File: config.mk
export PLATFORM = sky130hd
export DESIGN_NAME = link_controller
export DESIGN_NICKNAME = d
export VERILOG_FILES = /design/src/design/byte_fifo.v /design/src/design/link_controller.v
export VERILOG_INCLUDE_DIRS = /design/src /design/src/common
export SDC_FILE = /design/constraint.sdc
export NUM_CORES = 1
export LEC_CHECK = 0
export BUFFER_PORTS_ARGS = -buffer_cell sky130_fd_sc_hd__buf_4
export CAP_MARGIN = 20
export CORE_MARGIN = 2
export CORE_UTILIZATION = 55
export DETAILED_ROUTE_END_ITERATION = 16
export GPL_TIMING_DRIVEN = 0
export HOLD_SLACK_MARGIN = 0.12
export PLACE_DENSITY = 0.74
export SLEW_MARGIN = 20
export SYNTH_ARGS = -nofsm -noshare
export SYNTH_HDL_FRONTEND = slang
export SYNTH_SLANG_ARGS = --single-unit
File: constraint.sdc
create_clock -name clk -period 8.8 [get_ports clk]
set_input_delay 1.32 -clock clk [delete_from_list [all_inputs] [get_ports clk]]
set_output_delay 1.32 -clock clk [all_outputs]
set_load 0.005 [all_outputs]
File: src/common/link_ctrl_regs.vh
// How it works
// - random registers: write controls, read returns value
// - transmit port write pushes one byte
// - receive port read pops one byte
// - mode registers processor-written, never raise interrupts
// - mode one bits 0,1 threshold irq enables
// - mode one bit 2 enables transmit address
// - mode one bit 3 end-of-receive irq enable
// - mode one bits 4-7 enable comparator pairs
// - error mode bit n gates error bit n
// - status mode bits 0,1 reset enabled
// - status mode bits 2-6 gate status two irqs
// - status mode bit 7 passes FCS to FIFO
// - fifo mode bits 1:0 receive threshold
// - fifo mode bits 3:2 transmit threshold
// - fifo mode bit 4 selects interframe fill
// - fifo mode bits 5,7 select address recognition
// - fifo mode bit 6 includes first-byte bit 1
// - match status bit n for pair n+1
// - match status kept as two-entry FIFO
// - compare address only against enabled pairs
// - transmit address register sent when enabled
// - transmit request irq at drain threshold
`ifndef LINK_CTRL_REGS_VH
`define LINK_CTRL_REGS_VH
`define ADDR_FIRST_MATCH_BASE 8'h81
`define ADDR_SECOND_MATCH_BASE 8'h82
`define ADDR_TX_ADDRESS 8'h83
`define ADDR_MODE_ONE 8'h86
`define ADDR_ERROR_MODE 8'h87
`define ADDR_RANDOM_LOW 8'h8A
`define ADDR_RANDOM_HIGH 8'h8B
`define ADDR_FIRST_MATCH_4 8'h8C
`define ADDR_SECOND_MATCH_4 8'h8D
`define ADDR_STATUS_MODE 8'h8E
`define ADDR_FIFO_MODE 8'h8F
`define ADDR_MATCH_STATUS 8'h91
`define ADDR_TX_PORT 8'hA0
`define ADDR_RX_PORT 8'hA1
`define ADDR_FIRST_MATCH_2 8'hA2
`define ADDR_SECOND_MATCH_2 8'hA3
`define ADDR_FIRST_MATCH_3 8'hA4
`define ADDR_SECOND_MATCH_3 8'hA5
`define ADDR_EXT_FIFO_CTRL 8'hA6
`define ADDR_FLAGS 8'hA7
`define RST_MODE_ONE 8'h00
`define RST_ERROR_MODE 8'h00
`define RST_STATUS_MODE 8'h03
`define RST_FIFO_MODE 8'h00
`define RST_RANDOM 16'h0000
`define RST_STATUS_TWO 8'h10
`define FIFO_RX_EXT_FIFO_T1 6'd16
`define FIFO_RX_EXT_T2 6'd24
`define FIFO_RX_EXT_T3 6'd30
`define FIFO_TX_EXT_T1 6'd6
`define FIFO_TX_EXT_T2 6'd10
`define FIFO_TX_EXT_T3 6'd14
`define BIT_TX_THR_EN 0
`define BIT_RX_THR_EN 1
`define BIT_TX_ADDR_EN 2
`define BIT_EOP_EN 3
`define BIT_FILL_FLAGS 4
`define BIT_SINGLE_BYTE 5
`define BIT_CR_COMPARE 6
`define BIT_SECOND_ONLY 7
`define BIT_FCS_XFER 7
`define BIT_EXT_FIFO 0
`endif

File: src/design/byte_fifo.v
module byte_fifo #(
  parameter WIDTH = 8,
  parameter DEPTH = 16,
  parameter AW = 4
) (
  input wire clk,
  input wire rst,
  input wire push,
  input wire [WIDTH-1:0] din,
  input wire pop,
  output wire [WIDTH-1:0] dout,
  output wire full,
  output wire empty,
  output wire [AW:0] count
);
  reg [WIDTH-1:0] mem [0:DEPTH-1];
  reg [AW-1:0] wp_q;
  reg [AW-1:0] rp_q;
  reg [AW:0] cnt_q;
  wire do_push;
  wire do_pop;
  // push refused when full, pop when empty
  assign do_push = push && (cnt_q != DEPTH[AW:0]);
  assign do_pop = pop && (cnt_q != {(AW+1){1'b0}});
  assign dout = mem[rp_q];
  assign full = (cnt_q == DEPTH[AW:0]);
  assign empty = (cnt_q == {(AW+1){1'b0}});
  assign count = cnt_q;
  always @(posedge clk) begin
    if (do_push) begin
      mem[wp_q] <= din;
    end
  end
  always @(posedge clk or posedge rst) begin
    if (rst) begin
      wp_q <= {AW{1'b0}};
      rp_q <= {AW{1'b0}};
      cnt_q <= {(AW+1){1'b0}};
    end else begin
      if (do_push) begin
        wp_q <= (wp_q == DEPTH[AW-1:0] - 1'b1) ? {AW{1'b0}} : wp_q + 1'b1;
      end
      if (do_pop) begin
        rp_q <= (rp_q == DEPTH[AW-1:0] - 1'b1) ? {AW{1'b0}} : rp_q + 1'b1;
      end
      if (do_push && !do_pop) begin
        cnt_q <= cnt_q + 1'b1;
      end else if (do_pop && !do_push) begin
        cnt_q <= cnt_q - 1'b1;
      end
    end
  end
endmodule

File: src/design/link_controller.v
`include "link_ctrl_regs.vh"
module link_controller #(
  parameter TX_DEPTH = 16,
  parameter RX_DEPTH = 32
) (
  input wire clk,
  input wire rst,
  input wire [7:0] addr,
  input wire [7:0] wdata,
  input wire wr,
  input wire rd,
  output reg [7:0] rdata,
  // transmit side: framer pulls bytes
  input wire tx_pull,
  output reg [7:0] tx_byte,
  output reg tx_byte_valid,
  output reg [7:0] tx_address,
  output reg tx_address_en,
  output reg fill_flags,
  // receive side: framer pushes bytes
  input wire rx_push,
  input wire [7:0] rx_data,
  input wire rx_is_fcs,
  input wire rx_addr_byte1,
  input wire rx_addr_byte2,
  input wire rx_packet_end,
  input wire rx_packet_lost,
  input wire tx_last_byte,
  input wire tx_end_packet,
  input wire [7:0] error_flags,
  input wire idle_mode,
  output reg irq
);
  // ---------------------------------------------------------------
  // registers
  // ---------------------------------------------------------------
  reg [7:0] mode_one_q;
  reg [7:0] error_mode_q;
  reg [7:0] status_mode_q;
  reg [7:0] fifo_mode_q;
  reg [7:0] ext_fifo_q;
  reg [15:0] random_ctrl_q;
  reg [15:0] lfsr_q;
  reg [7:0] first_match_q [0:3];
  reg [7:0] second_match_q [0:3];
  reg [7:0] tx_addr_q;
  reg [3:0] match_fifo_q [0:1];
  reg [1:0] match_cnt_q;
  reg [3:0] first_hit_q;
  reg [3:0] pending_hit_q;
  reg eorp_q;
  reg valid_address_flag_q;
  reg end_tx_q;
  reg last_rx_q;
  reg lost_q;
  reg last_tx_q;
  reg tx_req_q;
  reg rx_req_q;
  reg [7:0] error_q;
  reg rx_took_last_q;
  wire tx_full;
  wire tx_empty;
  wire [4:0] tx_count;
  wire [7:0] tx_out;
  wire rx_full;
  wire rx_empty;
  wire [5:0] rx_count;
  wire [7:0] rx_out;
  wire rx_accept;
  wire rx_pop;
  wire tx_push;
  wire [7:0] status_one;
  wire [7:0] status_two;
  reg [5:0] rx_thr;
  reg [5:0] tx_thr;
  reg [3:0] hit1;
  reg [3:0] hit2;
  integer i;
  // ---------------------------------------------------------------
  // byte FIFOs
  // ---------------------------------------------------------------
  assign tx_push = wr && (addr == `ADDR_TX_PORT);
  assign rx_pop = rd && (addr == `ADDR_RX_PORT);
  // fcs bytes are dropped unless software asked for them
  assign rx_accept = rx_push && (!rx_is_fcs || status_mode_q[`BIT_FCS_XFER]);
  byte_fifo #(.WIDTH(8), .DEPTH(TX_DEPTH), .AW(4)) tx_fifo (
    .clk(clk),
    .rst(rst),
    .push(tx_push),
    .din(wdata),
    .pop(tx_pull),
    .dout(tx_out),
    .full(tx_full),
    .empty(tx_empty),
    .count(tx_count)
  );
  byte_fifo #(.WIDTH(8), .DEPTH(RX_DEPTH), .AW(5)) rx_fifo (
    .clk(clk),
    .rst(rst),
    .push(rx_accept),
    .din(rx_data),
    .pop(rx_pop),
    .dout(rx_out),
    .full(rx_full),
    .empty(rx_empty),
    .count(rx_count)
  );
  // ---------------------------------------------------------------
  // thresholds
  // ---------------------------------------------------------------
  // fields are only sampled live; software must hold them while idle
  always @* begin
    case (fifo_mode_q[1:0])
      2'b00: rx_thr = 6'd1;
      2'b01: rx_thr = ext_fifo_q[`BIT_EXT_FIFO] ? `FIFO_RX_EXT_FIFO_T1 : 6'd2;
      2'b10: rx_thr = ext_fifo_q[`BIT_EXT_FIFO] ? `FIFO_RX_EXT_T2 : 6'd4;
      2'b11: rx_thr = ext_fifo_q[`BIT_EXT_FIFO] ? `FIFO_RX_EXT_T3 : 6'd8;
      default: rx_thr = 6'd1;
    endcase
    // extended 14-byte row taken on control bit 0 like its siblings
    case (fifo_mode_q[3:2])
      2'b00: tx_thr = 6'd1;
      2'b01: tx_thr = ext_fifo_q[`BIT_EXT_FIFO] ? `FIFO_TX_EXT_T1 : 6'd2;
      2'b10: tx_thr = ext_fifo_q[`BIT_EXT_FIFO] ? `FIFO_TX_EXT_T2 : 6'd4;
      2'b11: tx_thr = ext_fifo_q[`BIT_EXT_FIFO] ? `FIFO_TX_EXT_T3 : 6'd8;
      default: tx_thr = 6'd1;
    endcase
  end
  // ---------------------------------------------------------------
  // address comparators
  // ---------------------------------------------------------------
  always @* begin
    for (i = 0; i < 4; i = i + 1) begin
      // bit 1 is the command/response bit, masked by default
      hit1[i] = mode_one_q[4+i] &&
        (((rx_data ^ first_match_q[i]) &
        {6'h3F, fifo_mode_q[`BIT_CR_COMPARE], 1'b1}) == 8'h00);
      hit2[i] = mode_one_q[4+i] && (rx_data == second_match_q[i]);
    end
  end
  // ---------------------------------------------------------------
  // sequential state
  // ---------------------------------------------------------------
  always @(posedge clk or posedge rst) begin
    if (rst) begin
      mode_one_q <= `RST_MODE_ONE;
      error_mode_q <= `RST_ERROR_MODE;
      status_mode_q <= `RST_STATUS_MODE;
      fifo_mode_q <= `RST_FIFO_MODE;
      ext_fifo_q <= 8'h00;
      random_ctrl_q <= `RST_RANDOM;
      lfsr_q <= 16'h0001;
      tx_addr_q <= 8'h00;
      for (i = 0; i < 4; i = i + 1) begin
        first_match_q[i] <= 8'h00;
        second_match_q[i] <= 8'h00;
      end
      match_fifo_q[0] <= 4'h0;
      match_fifo_q[1] <= 4'h0;
      match_cnt_q <= 2'd0;
      first_hit_q <= 4'h0;
      pending_hit_q <= 4'h0;
      eorp_q <= 1'b0;
      valid_address_flag_q <= 1'b0;
      end_tx_q <= 1'b0;
      last_rx_q <= 1'b0;
      lost_q <= 1'b0;
      last_tx_q <= 1'b0;
      tx_req_q <= 1'b0;
      rx_req_q <= 1'b0;
      error_q <= 8'h00;
      rx_took_last_q <= 1'b0;
    end else begin
      // mode registers only change on a processor write
      if (wr) begin
        case (addr)
          `ADDR_MODE_ONE: mode_one_q <= wdata;
          `ADDR_ERROR_MODE: error_mode_q <= wdata;
          `ADDR_STATUS_MODE: status_mode_q <= wdata;
          `ADDR_FIFO_MODE: fifo_mode_q <= wdata;
          `ADDR_EXT_FIFO_CTRL: ext_fifo_q <= wdata;
          `ADDR_RANDOM_LOW: random_ctrl_q[7:0] <= wdata;
          `ADDR_RANDOM_HIGH: random_ctrl_q[15:8] <= wdata;
          `ADDR_TX_ADDRESS: tx_addr_q <= wdata;
          `ADDR_FIRST_MATCH_BASE: first_match_q[0] <= wdata;
          `ADDR_SECOND_MATCH_BASE: second_match_q[0] <= wdata;
          `ADDR_FIRST_MATCH_2: first_match_q[1] <= wdata;
          `ADDR_SECOND_MATCH_2: second_match_q[1] <= wdata;
          `ADDR_FIRST_MATCH_3: first_match_q[2] <= wdata;
          `ADDR_SECOND_MATCH_3: second_match_q[2] <= wdata;
          `ADDR_FIRST_MATCH_4: first_match_q[3] <= wdata;
          `ADDR_SECOND_MATCH_4: second_match_q[3] <= wdata;
          default: ;
        endcase
      end
      // a control write reseeds, free-running otherwise
      if (wr && (addr == `ADDR_RANDOM_LOW || addr == `ADDR_RANDOM_HIGH)) begin
        lfsr_q <= (random_ctrl_q == 16'h0000) ? 16'h0001 : random_ctrl_q;
      end else begin
        lfsr_q <= {lfsr_q[14:0], lfsr_q[15] ^ lfsr_q[13] ^ lfsr_q[12] ^ lfsr_q[10]};
      end
      // address recognition, per mode
      if (rx_push && rx_addr_byte1) begin
        first_hit_q <= hit1;
      end
      if (rx_push && rx_addr_byte2) begin
        if (!fifo_mode_q[`BIT_SINGLE_BYTE]) begin
          pending_hit_q <= first_hit_q & hit2;
        end else if (fifo_mode_q[`BIT_SECOND_ONLY]) begin
          pending_hit_q <= hit2;
        end else begin
          pending_hit_q <= first_hit_q;
        end
        if (mode_one_q[7:4] == 4'h0) begin
          valid_address_flag_q <= 1'b1;
        end else if ((!fifo_mode_q[`BIT_SINGLE_BYTE] && (first_hit_q & hit2) != 4'h0) ||
            (fifo_mode_q[`BIT_SINGLE_BYTE] && fifo_mode_q[`BIT_SECOND_ONLY] && hit2 != 4'h0) ||
            (fifo_mode_q[`BIT_SINGLE_BYTE] && !fifo_mode_q[`BIT_SECOND_ONLY] &&
            first_hit_q != 4'h0)) begin
          valid_address_flag_q <= 1'b1;
        end
      end else if (rd && addr == `ADDR_FLAGS) begin
        valid_address_flag_q <= 1'b0;
      end
      // two-entry result queue; a read drops the head
      if (rd && addr == `ADDR_MATCH_STATUS && match_cnt_q != 2'd0) begin
        match_fifo_q[0] <= match_fifo_q[1];
        if (!(rx_packet_end && match_cnt_q != 2'd2)) begin
          match_cnt_q <= match_cnt_q - 2'd1;
        end
      end else if (rx_packet_end && match_cnt_q != 2'd2) begin
        match_cnt_q <= match_cnt_q + 2'd1;
      end
      // push placed after the shift so a same-cycle pop cannot overwrite it
      if (rx_packet_end && match_cnt_q != 2'd2) begin
        match_fifo_q[(rd && addr == `ADDR_MATCH_STATUS && match_cnt_q != 2'd0) ?
          match_cnt_q[0] - 1'b1 : match_cnt_q[0]] <= pending_hit_q;
      end
      // sticky flags: hardware set wins over read clear
      eorp_q <= rx_packet_end | (eorp_q & !(rd && addr == `ADDR_FLAGS));
      end_tx_q <= tx_end_packet | (end_tx_q & !(rd && addr == `ADDR_FLAGS));
      lost_q <= rx_packet_lost | (lost_q & !(rd && addr == `ADDR_FLAGS));
      last_tx_q <= tx_last_byte | (last_tx_q & !(rd && addr == `ADDR_FLAGS));
      rx_took_last_q <= rx_packet_end ? 1'b1 :
        (rx_pop && rx_count == 6'd1) ? 1'b0 : rx_took_last_q;
      last_rx_q <= (rx_pop && rx_count == 6'd1 && rx_took_last_q) |
        (last_rx_q & !(rd && addr == `ADDR_FLAGS));
      error_q <= error_flags | (error_q & ~({8{rd && addr == `ADDR_FLAGS}}));
      tx_req_q <= ({1'b0, tx_count} <= tx_thr);
      rx_req_q <= (rx_count >= rx_thr);
      if (idle_mode) begin
        eorp_q <= 1'b0;
        end_tx_q <= 1'b0;
        lost_q <= 1'b0;
        last_tx_q <= 1'b0;
        last_rx_q <= 1'b0;
        valid_address_flag_q <= 1'b0;
      end
    end
  end
  assign status_one = {1'b0, end_tx_q, 4'h0, eorp_q, valid_address_flag_q};
  assign status_two = {3'b000, !tx_full, last_tx_q, lost_q, !rx_empty, last_rx_q};
  // ---------------------------------------------------------------
  // outputs
  // ---------------------------------------------------------------
  always @(posedge clk or posedge rst) begin
    if (rst) begin
      rdata <= 8'h00;
      irq <= 1'b0;
      tx_byte <= 8'h00;
      tx_byte_valid <= 1'b0;
      tx_address <= 8'h00;
      tx_address_en <= 1'b0;
      fill_flags <= 1'b0;
    end else begin
      tx_byte <= tx_out;
      tx_byte_valid <= !tx_empty;
      tx_address <= tx_addr_q;
      tx_address_en <= mode_one_q[`BIT_TX_ADDR_EN];
      fill_flags <= fifo_mode_q[`BIT_FILL_FLAGS];
      irq <= (mode_one_q[`BIT_TX_THR_EN] && tx_req_q) ||
        (mode_one_q[`BIT_RX_THR_EN] && rx_req_q) ||
        (mode_one_q[`BIT_EOP_EN] && (eorp_q || !rx_empty)) ||
        ((error_q & error_mode_q) != 8'h00) ||
        (status_mode_q[0] && valid_address_flag_q) ||
        (status_mode_q[1] && end_tx_q) ||
        (status_mode_q[2] && last_rx_q) ||
        (status_mode_q[3] && !rx_empty) ||
        (status_mode_q[4] && last_tx_q) ||
        (status_mode_q[5] && !tx_full) ||
        (status_mode_q[6] && lost_q);
      rdata <= 8'h00;
      if (rd) begin
        case (addr)
          `ADDR_MODE_ONE: rdata <= mode_one_q;
          `ADDR_ERROR_MODE: rdata <= error_mode_q;
          `ADDR_STATUS_MODE: rdata <= status_mode_q;
          `ADDR_FIFO_MODE: rdata <= fifo_mode_q;
          `ADDR_EXT_FIFO_CTRL: rdata <= ext_fifo_q;
          `ADDR_RANDOM_LOW: rdata <= lfsr_q[7:0];
          `ADDR_RANDOM_HIGH: rdata <= lfsr_q[15:8];
          `ADDR_TX_ADDRESS: rdata <= tx_addr_q;
          `ADDR_FIRST_MATCH_BASE: rdata <= first_match_q[0];
          `ADDR_SECOND_MATCH_BASE: rdata <= second_match_q[0];
          `ADDR_FIRST_MATCH_2: rdata <= first_match_q[1];
          `ADDR_SECOND_MATCH_2: rdata <= second_match_q[1];
          `ADDR_FIRST_MATCH_3: rdata <= first_match_q[2];
          `ADDR_SECOND_MATCH_3: rdata <= second_match_q[2];
          `ADDR_FIRST_MATCH_4: rdata <= first_match_q[3];
          `ADDR_SECOND_MATCH_4: rdata <= second_match_q[3];
          `ADDR_MATCH_STATUS: rdata <= {4'h0, match_fifo_q[0]};
          `ADDR_RX_PORT: rdata <= rx_out;
          `ADDR_FLAGS: rdata <= status_one | status_two | error_q;
          default: rdata <= 8'h00;
        endcase
      end
    end
  end
endmodule

==> reports/qor.yml, run 1 <==
clock_network:
  postCtsHoldBufs: 0
  cts_buffer_depth: 3
  insertion_delay_ns: 0.64
  cts.sinks: 620
  htree_num_levels: 2
  cts-resized-gates: 0
  clk_pin_slew_ns: 0.06
  cts_tree: "built"
  post-cts-setup-buffers: 0
  clock-root-buffer: "clkbuf_16"
  cts_made_buffers: 60
finish:
  final_cells: 2493
  final_nets: 1905
  layout-drive-gt1-share_pct: 26.4
  fillerInstances: 3399
  num_antenna_cells: 0
  syn2layout_area_growth_pct: 12.4
route:
  drt_wl_total_mm: 73.3
  first_pass_iters: 7
  wl_per_cell_um: 29.4
  drcViolationCount: 0
  ant_nets: 0
  avgViaCountPerCell: 6.44
  num_vias: 16067
  drt-initial-drc-count: 1667
timing:
  finalHoldViolCount: 0
  finalCritPeriodShare_pct: 46.8
  maxSlewHeadroom_pct: 22.8
  finClkSkew_ns: 0.0268
  finalSetupTns_ns: 0
  min_period_ns: 4.12
  setup_viol: 0
  slew_viol_final: 0
  fmax_mhz: 243
  rsz0062_at_grt: "no"
  tightest_slew_ns: 1.16
worst_setup_path:
  path_max_fanout: 10
  criticalPathCategory: "in2reg"
  required_ns: 9.30
  endpoint_kind: "flip-flop"
  cp.arrival_ns: 4.62
  crit_path_start_kind: "input pin"
global_routing:
  grt_busiest_layer: "met2"
  grt_max_degree: 86
  met1_usage_pct: 40.7
  use_met3_pct: 4.67
  grt_pass1_wl_mm: 108
  grt_util_all_layers_pct: 29.8
  antenna_found_initial: 2
  grt_pass1_vias: 16372
  grt_overflow_total: 0
  use_met2_pct: 48.4
die:
  fp.coreArea_mm2: 0.0479
  fp.dieArea_mm2: 0.0506
  start_util_pct: 56.0
  die_w_um: 225
  die_y_um: 225
  io_pins: 74
  num_rows: 80
worst_hold_path:
  hp-class: "reg2reg"
synthesis:
  syn_nets: 1772
  netlist.top_cell.by_area: "edfxtp_1"
  synth_edf_count: 384
  synth_area_leaders: "edfxtp_1 (43%), dfrtp_1 (22%), mux4_2 (9.6%), mux2_2 (7.0%), xnor2_1 (1.5%)"
  ys_ff_latch: 620
  synth_area_mm2: 0.0269
  async_flop_share_pct: 38.1
  syn_inst: 1695
  yosys.area.top_type_share_pct: 42.9
  synth_warnings: 0
  synth.yosys.seq_area_share_pct: 64.9
  synthFlopType: "edfxtp_1"
  ys_types: 77
  postSynthAreaPerCell_um2: 15.8
outcome:
  status: "finished, final reports clean"
flow_run:
  cap_violations: 0
pwr:
  ir_worst_vdd_mv: 0.191
  powerDensity_mw_per_mm2: 233
  p_leak_nw: 11.1
place:
  gp_congestion: 1.03
  port_buffers: 69
  dp.cells: 2381
  place_hpwl_mm: 50.2
final timing paths:
path                                        startpoint                           end  slack [ns]  cells after the start
min in group asynchronous                          rst     ext_fifo_q[6]$_DFFE_PP0P_        0.76                      2
setup / recovery                               addr[3]  rx_fifo.count[5]$_DFFE_PP0P_        4.68                     11
hold / removal                tx_addr_q[1]$_DFFE_PP0P_       tx_address[1]$_DFF_PP0_        0.41                      0
setup reg to reg           rx_fifo.rp_q[3]$_DFFE_PP0P_            rdata[5]$_DFF_PP0_        5.68                      8
hold reg to reg               tx_addr_q[1]$_DFFE_PP0P_       tx_address[1]$_DFF_PP0_        0.41                      0
max in group asynchronous                          rst  tx_fifo.count[0]$_DFFE_PP0P_        7.19                      3
cell type report:
type	instances	area (um^2)	share of cell area, %
timing repair buffer	71	573	1.90
clock buffer	100	1830	6.06
buffer	98	437	1.45
clock inverter	12	129	0.427
multi-input combinational	960	8940	29.6
sequential	620	17400	57.8
tap	615	769	2.55
inverter	17	71.3	0.236
report_power, final:
group	internal [mW]	switching [mW]
sequential	3.27	0.161
combinational	0.491	0.571
clock	1.47	1.08
total	5.23	1.81
cells in the final DEF, fill, tap and decap left out, types with 9 or more instances in the layout:
cell type  synthesis  routed
mux2i_1           28      28
nand3_1           37      37
clkbuf_16          0      64
nor2_1            76      76
mux4_2           114     114
clkbuf_8           0       9
dfrtp_1          233     233
a31oi_1           10      10
xor2_1            36      36
nand2_1           83      83
mux2_2           167     167
nand3b_1           9       9
a22oi_1           20      20
nor3_1            18      14
nor2b_1           15      15
buf_4              7      76
clkbuf_1          51      77
ha_1              30      30
nand2b_1          13      13
xnor2_1           46      46
o21ai_0           43      43
edfxtp_1         384     384
nand4_1           17      17
a21o_1            16      16
a21oi_1           41      41
and3_1            13      13
buf_2             28      28
nor4_1            17      17
inv_1             16      15
buf_1             11      11
sequential cells by signal, summed over array words and instances (netlist names), 5 cells and up, named ones only:
signal,count
tx_address,8
rx_fifo.wp_q,5
first_match_q,32
rx_fifo.rp_q,5
rdata,8
tx_byte,8
tx_addr_q,8
tx_fifo.count,5
fifo_mode_q,8
ext_fifo_q,8
mode_one_q,8
tx_fifo.mem,128
second_match_q,32
rx_fifo.mem,256
error_mode_q,8
lfsr_q,16
random_ctrl_q,16
status_mode_q,8
rx_fifo.count,6
error_q,8
Yosys cell counts (30+ instances only):
cell / n
clkbuf_1: 51
xor2_1: 36
ha_1: 30
xnor2_1: 46
o21ai_0: 43
nor2_1: 76
mux4_2: 114
dfrtp_1: 233
nand2_1: 83
a21oi_1: 41
mux2_2: 167
edfxtp_1: 384
nand3_1: 37
per-layer routing:
metal | routed length, um | vias up
met4 | 3060 | 4
met5 | 27 | -
met2 | 35300 | 733
li1 | - | 6828
met3 | 5290 | 174
met1 | 29600 | 8328
critical path, cell delays in order:
cell,delay [ns]
buf_2,0.19
or4b_4,0.64
nor3_1,0.31
clkbuf_1,0.50
nand3_1,0.19
ha_1,0.23
clkbuf_1,0.19
or4_1,0.51
a21oi_1,0.25
o21ai_0,0.15
xnor2_1,0.14
logic make-up after synthesis:
kind of cell / count (synthesis) / share of synthesized area (%)
AO/OA/AOI/OAI: 202 / 5.02
flip-flops: 620 / 64.9
multiplexers: 309 / 17.6
XOR/XNOR: 82 / 2.67
buffers and inverters: 115 / 1.86
AND/OR/NAND/NOR: 336 / 6.42
adder cells (fa/ha/maj): 31 / 1.47
stage by stage:
| step | power [mW] | hold slack, ns | worst slack [ns] | instance area (um^2) | util, % |
|---|---|---|---|---|---|
| global route | 7.28 | 0.432 | 4.61 | 30200 | 63.0 |
| CTS | 7.07 | 0.416 | 4.75 | 30200 | 63.0 |
| finish | 7.04 | 0.414 | 4.68 | 30200 | 63.0 |
| detailed placement | 4.54 | 0.402 | 4.10 | 28200 | 58.9 |
| global placement | 4.49 | 0.387 | -1.63 | 28100 | 58.7 |
| floorplan | 4.14 | 0.364 | 1.01 | 26900 | - |
Note: power is estimated with default switching activity, not from simulation.
==> run 2: changes to the inputs <==
clock period = 3.95 ns   (was 8.8 ns; I/O delays follow)
==> reports/qor.yml, run 2 (synthesized netlist as in run 1, its figures left out) <==
finish:
  syn2layout_area_growth_pct: 13.4
  final_common_cell: "edfxtp_1"
  largest_register_ffs: 256  # unchanged
  top_register: "rx_fifo.mem"
  fillerInstances: 3324  # -2.2%
  multi_input_area_mm2: 0.00894  # unchanged
  seq_area_mm2: 0.0174  # unchanged
  layout-drive-gt1-share_pct: 27.2  # +0.83 points
  final_area_mm2: 0.0305  # +0.91%
  reg_top3: "rx_fifo.mem x256, tx_fifo.mem x128"
  post-route-util_pct: 63.5  # +0.57 points
  num_antenna_cells: 0  # unchanged
  final_cell_mix: "edfxtp_1 (384), dfrtp_1 (233), mux2_2 (167), mux4_2 (114), nand2_1 (83)"
  final_cells: 2509  # +0.64%
  final_nets: 1918  # +0.68%
place:
  port_buffers: 69  # unchanged
  dp.cells: 2387  # +0.25%
  placed_area_mm2: 0.0283  # +0.39%
  place_hpwl_mm: 50.2  # about the same
  dp_worst_setup_slack_ns: -0.0204  # -4.12 ns
  gp_congestion: 0.987  # -3.7%
worst_setup_path:
  crit_path_start_kind: "input pin"
  critPathSlowestCell: "nor3_2"
  crit_chain: "buf_4 -> buf_2 -> or2_2 -> nor3_2 -> and4_1 -> buf_2 -> ha_1 -> inv_1 -> ha_1 -> a21o_1 -> a21oi_1 -> xnor2_1 -> nor2_1 -> xor2_1"
  ff2ff_path_depth: 8  # unchanged
  cp_slowest_stage_delay_ns: 0.64  # about the same
  criticalPathCategory: "in2reg"
  endpoint_kind: "flip-flop"
  cp.arrival_ns: 3.84  # -0.78 ns
  required_ns: 4.47  # -4.83 ns
  path_max_fanout: 10  # unchanged
route:
  first_pass_iters: 7  # unchanged
  drt_wl_total_mm: 73.3  # about the same
  num_vias: 16323  # +1.6%
  avgViaCountPerCell: 6.51  # +0.95%
  drcViolationCount: 0  # unchanged
  drt-initial-drc-count: 1848  # +11%
  wl_per_cell_um: 29.2  # -0.66%
  ant_nets: 0  # unchanged
timing:
  min_period_ns: 3.32
  finClkSkew_ns: 0.0307  # +0.00388 ns
  slew_viol_final: 0  # unchanged
  hold_ws_ns: 0.143  # -0.272 ns
  setup_ws_ns: 0.629  # -4.05 ns
  finalCritPeriodShare_pct: 84.1
  tightest_slew_ns: 1.05  # -0.111 ns
  maxSlewHeadroom_pct: 30.2  # +7.4 points
  setup_viol: 0  # unchanged
  finalSetupTns_ns: 0  # unchanged
  finalHoldViolCount: 0  # unchanged
  rsz0062_at_grt: "no"
  fmax_mhz: 301
clock_network:
  clock-root-buffer: "clkbuf_16"
  cts_buffer_depth: 3  # unchanged
  cts.sinks: 620  # unchanged
  cts_made_buffers: 61  # +1.7%
  htree_num_levels: 2  # unchanged
  clk_pin_slew_ns: 0.06  # about the same
  insertion_delay_ns: 0.65  # about the same
  cts_tree: "built"
pwr:
  power.share.sequential_pct: 47.9  # -0.8 points
  clkPwrFrac_pct: 37.2  # +1.0 points
  powerDensity_mw_per_mm2: 523  # +120%
  p_sw_mw: 4.11  # +130%
  p_leak_nw: 11.3  # +1.2%
  p_int_mw: 11.8  # +130%
  power_mw: 15.9  # +130%
  ir_worst_vdd_mv: 0.440  # +130%
  power_frac_comb_pct: 14.9  # -0.2 points
  switching_share_pct: 25.8  # +0.053 points
worst_hold_path:
  whs_path_depth: 2  # +2
  hp-class: "in2reg"
global_routing:
  grt_pass1_vias: 16267  # -0.64%
  grt_overflow_total: 0  # unchanged
  grt_pass1_wl_mm: 108  # -0.16%
  grt_max_degree: 35  # -59%
  antenna_found_initial: 1  # -1
  grt_util_all_layers_pct: 29.6  # -0.11 points
die:
  io_pins: 74  # unchanged
  fp.coreArea_mm2: 0.0479  # unchanged
  start_util_pct: 56.0  # unchanged
  fp.dieArea_mm2: 0.0506  # unchanged
  die_y_um: 225  # unchanged
  num_rows: 80  # unchanged
  die_w_um: 225  # unchanged
outcome:
  status: "finished, final reports clean"
flow_run:
  cap_violations: 0  # unchanged
run 2: cell count changes in the layout (fill, tap and decap cells not counted), sizes merged:
cell / before / now
clkinv: 11 / 22
bufinv: 2 / 6
dlygate4sd3: 0 / 6
clkinvlp: 0 / 4
clkbuf: 151 / 136
buf: 118 / 124
run 2: power by group through the flow:
stage / clock network [mW] / logic [mW] / registers (mW)
after floorplan: 0 / 1.61 / 7.61
after global placement: 0 / 2.27 / 7.74
after detailed placement: 0 / 2.36 / 7.75
after CTS: 6.00 / 2.39 / 7.62
after global routing: 6.24 / 2.58 / 7.66
final: 5.93 / 2.37 / 7.63
run 2: layout make-up:
| type | instances | share of cell area [%] |
|---|---|---|
| Buffer | 98 | 1.43 |
| Clock buffer | 85 | 5.67 |
| Clock inverter | 31 | 1.10 |
| Inverter | 17 | 0.222 |
| Multi-Input combinational cell | 960 | 29.3 |
| Sequential cell | 620 | 57.3 |
| Tap cell | 615 | 2.53 |
| Timing Repair Buffer | 83 | 2.45 |
run 2: path summary, 6_finish.rpt:
check	to	startpoint	slack, ns
min in group asynchronous	tx_byte_valid$_DFF_PP0_	rst	0.50
min reg2reg	tx_address[3]$_DFF_PP0_	tx_addr_q[3]$_DFFE_PP0P_	0.41
min	error_q[5]$_DFF_PP0_	error_flags[5]	0.14
max in group asynchronous	rx_fifo.wp_q[2]$_DFFE_PP0P_	rst	2.33
max reg2reg	rdata[5]$_DFF_PP0_	rx_fifo.rp_q[3]$_DFFE_PP0P_	0.81
max	tx_fifo.count[4]$_DFFE_PP0P_	addr[2]	0.63
run 2: timing repair:
| item | 4_1_cts | 5_1_grt |
|---|---|---|
| hold buffers | 6 | 0 |
| setup buffers | 0 | 0 |
| resized for setup | 0 | 0 |
| endpoints found under the hold margin | 14 | 0 |
| endpoints found under the setup margin | 0 | 0 |
run 2: metal layers:
metal  share of wire (%)  vias to the layer above  track usage, %
met5               0.012                        -               0
met4                 5.1                        2            13.6
met3                 6.8                      189            4.47
met2                  48                      764            47.3
met1                  40                     8506            40.7
li1                    -                     6862               -
run 2: worst max-delay path: cells and delay by family:
kind / cells / cell delay, ns
AO/OA/AOI/OAI: 2 / 0.35
XOR/XNOR: 2 / 0.29
adder cells (fa/ha/maj): 2 / 0.57
buffers and inverters: 4 / 0.65
AND/OR/NAND/NOR: 4 / 1.38
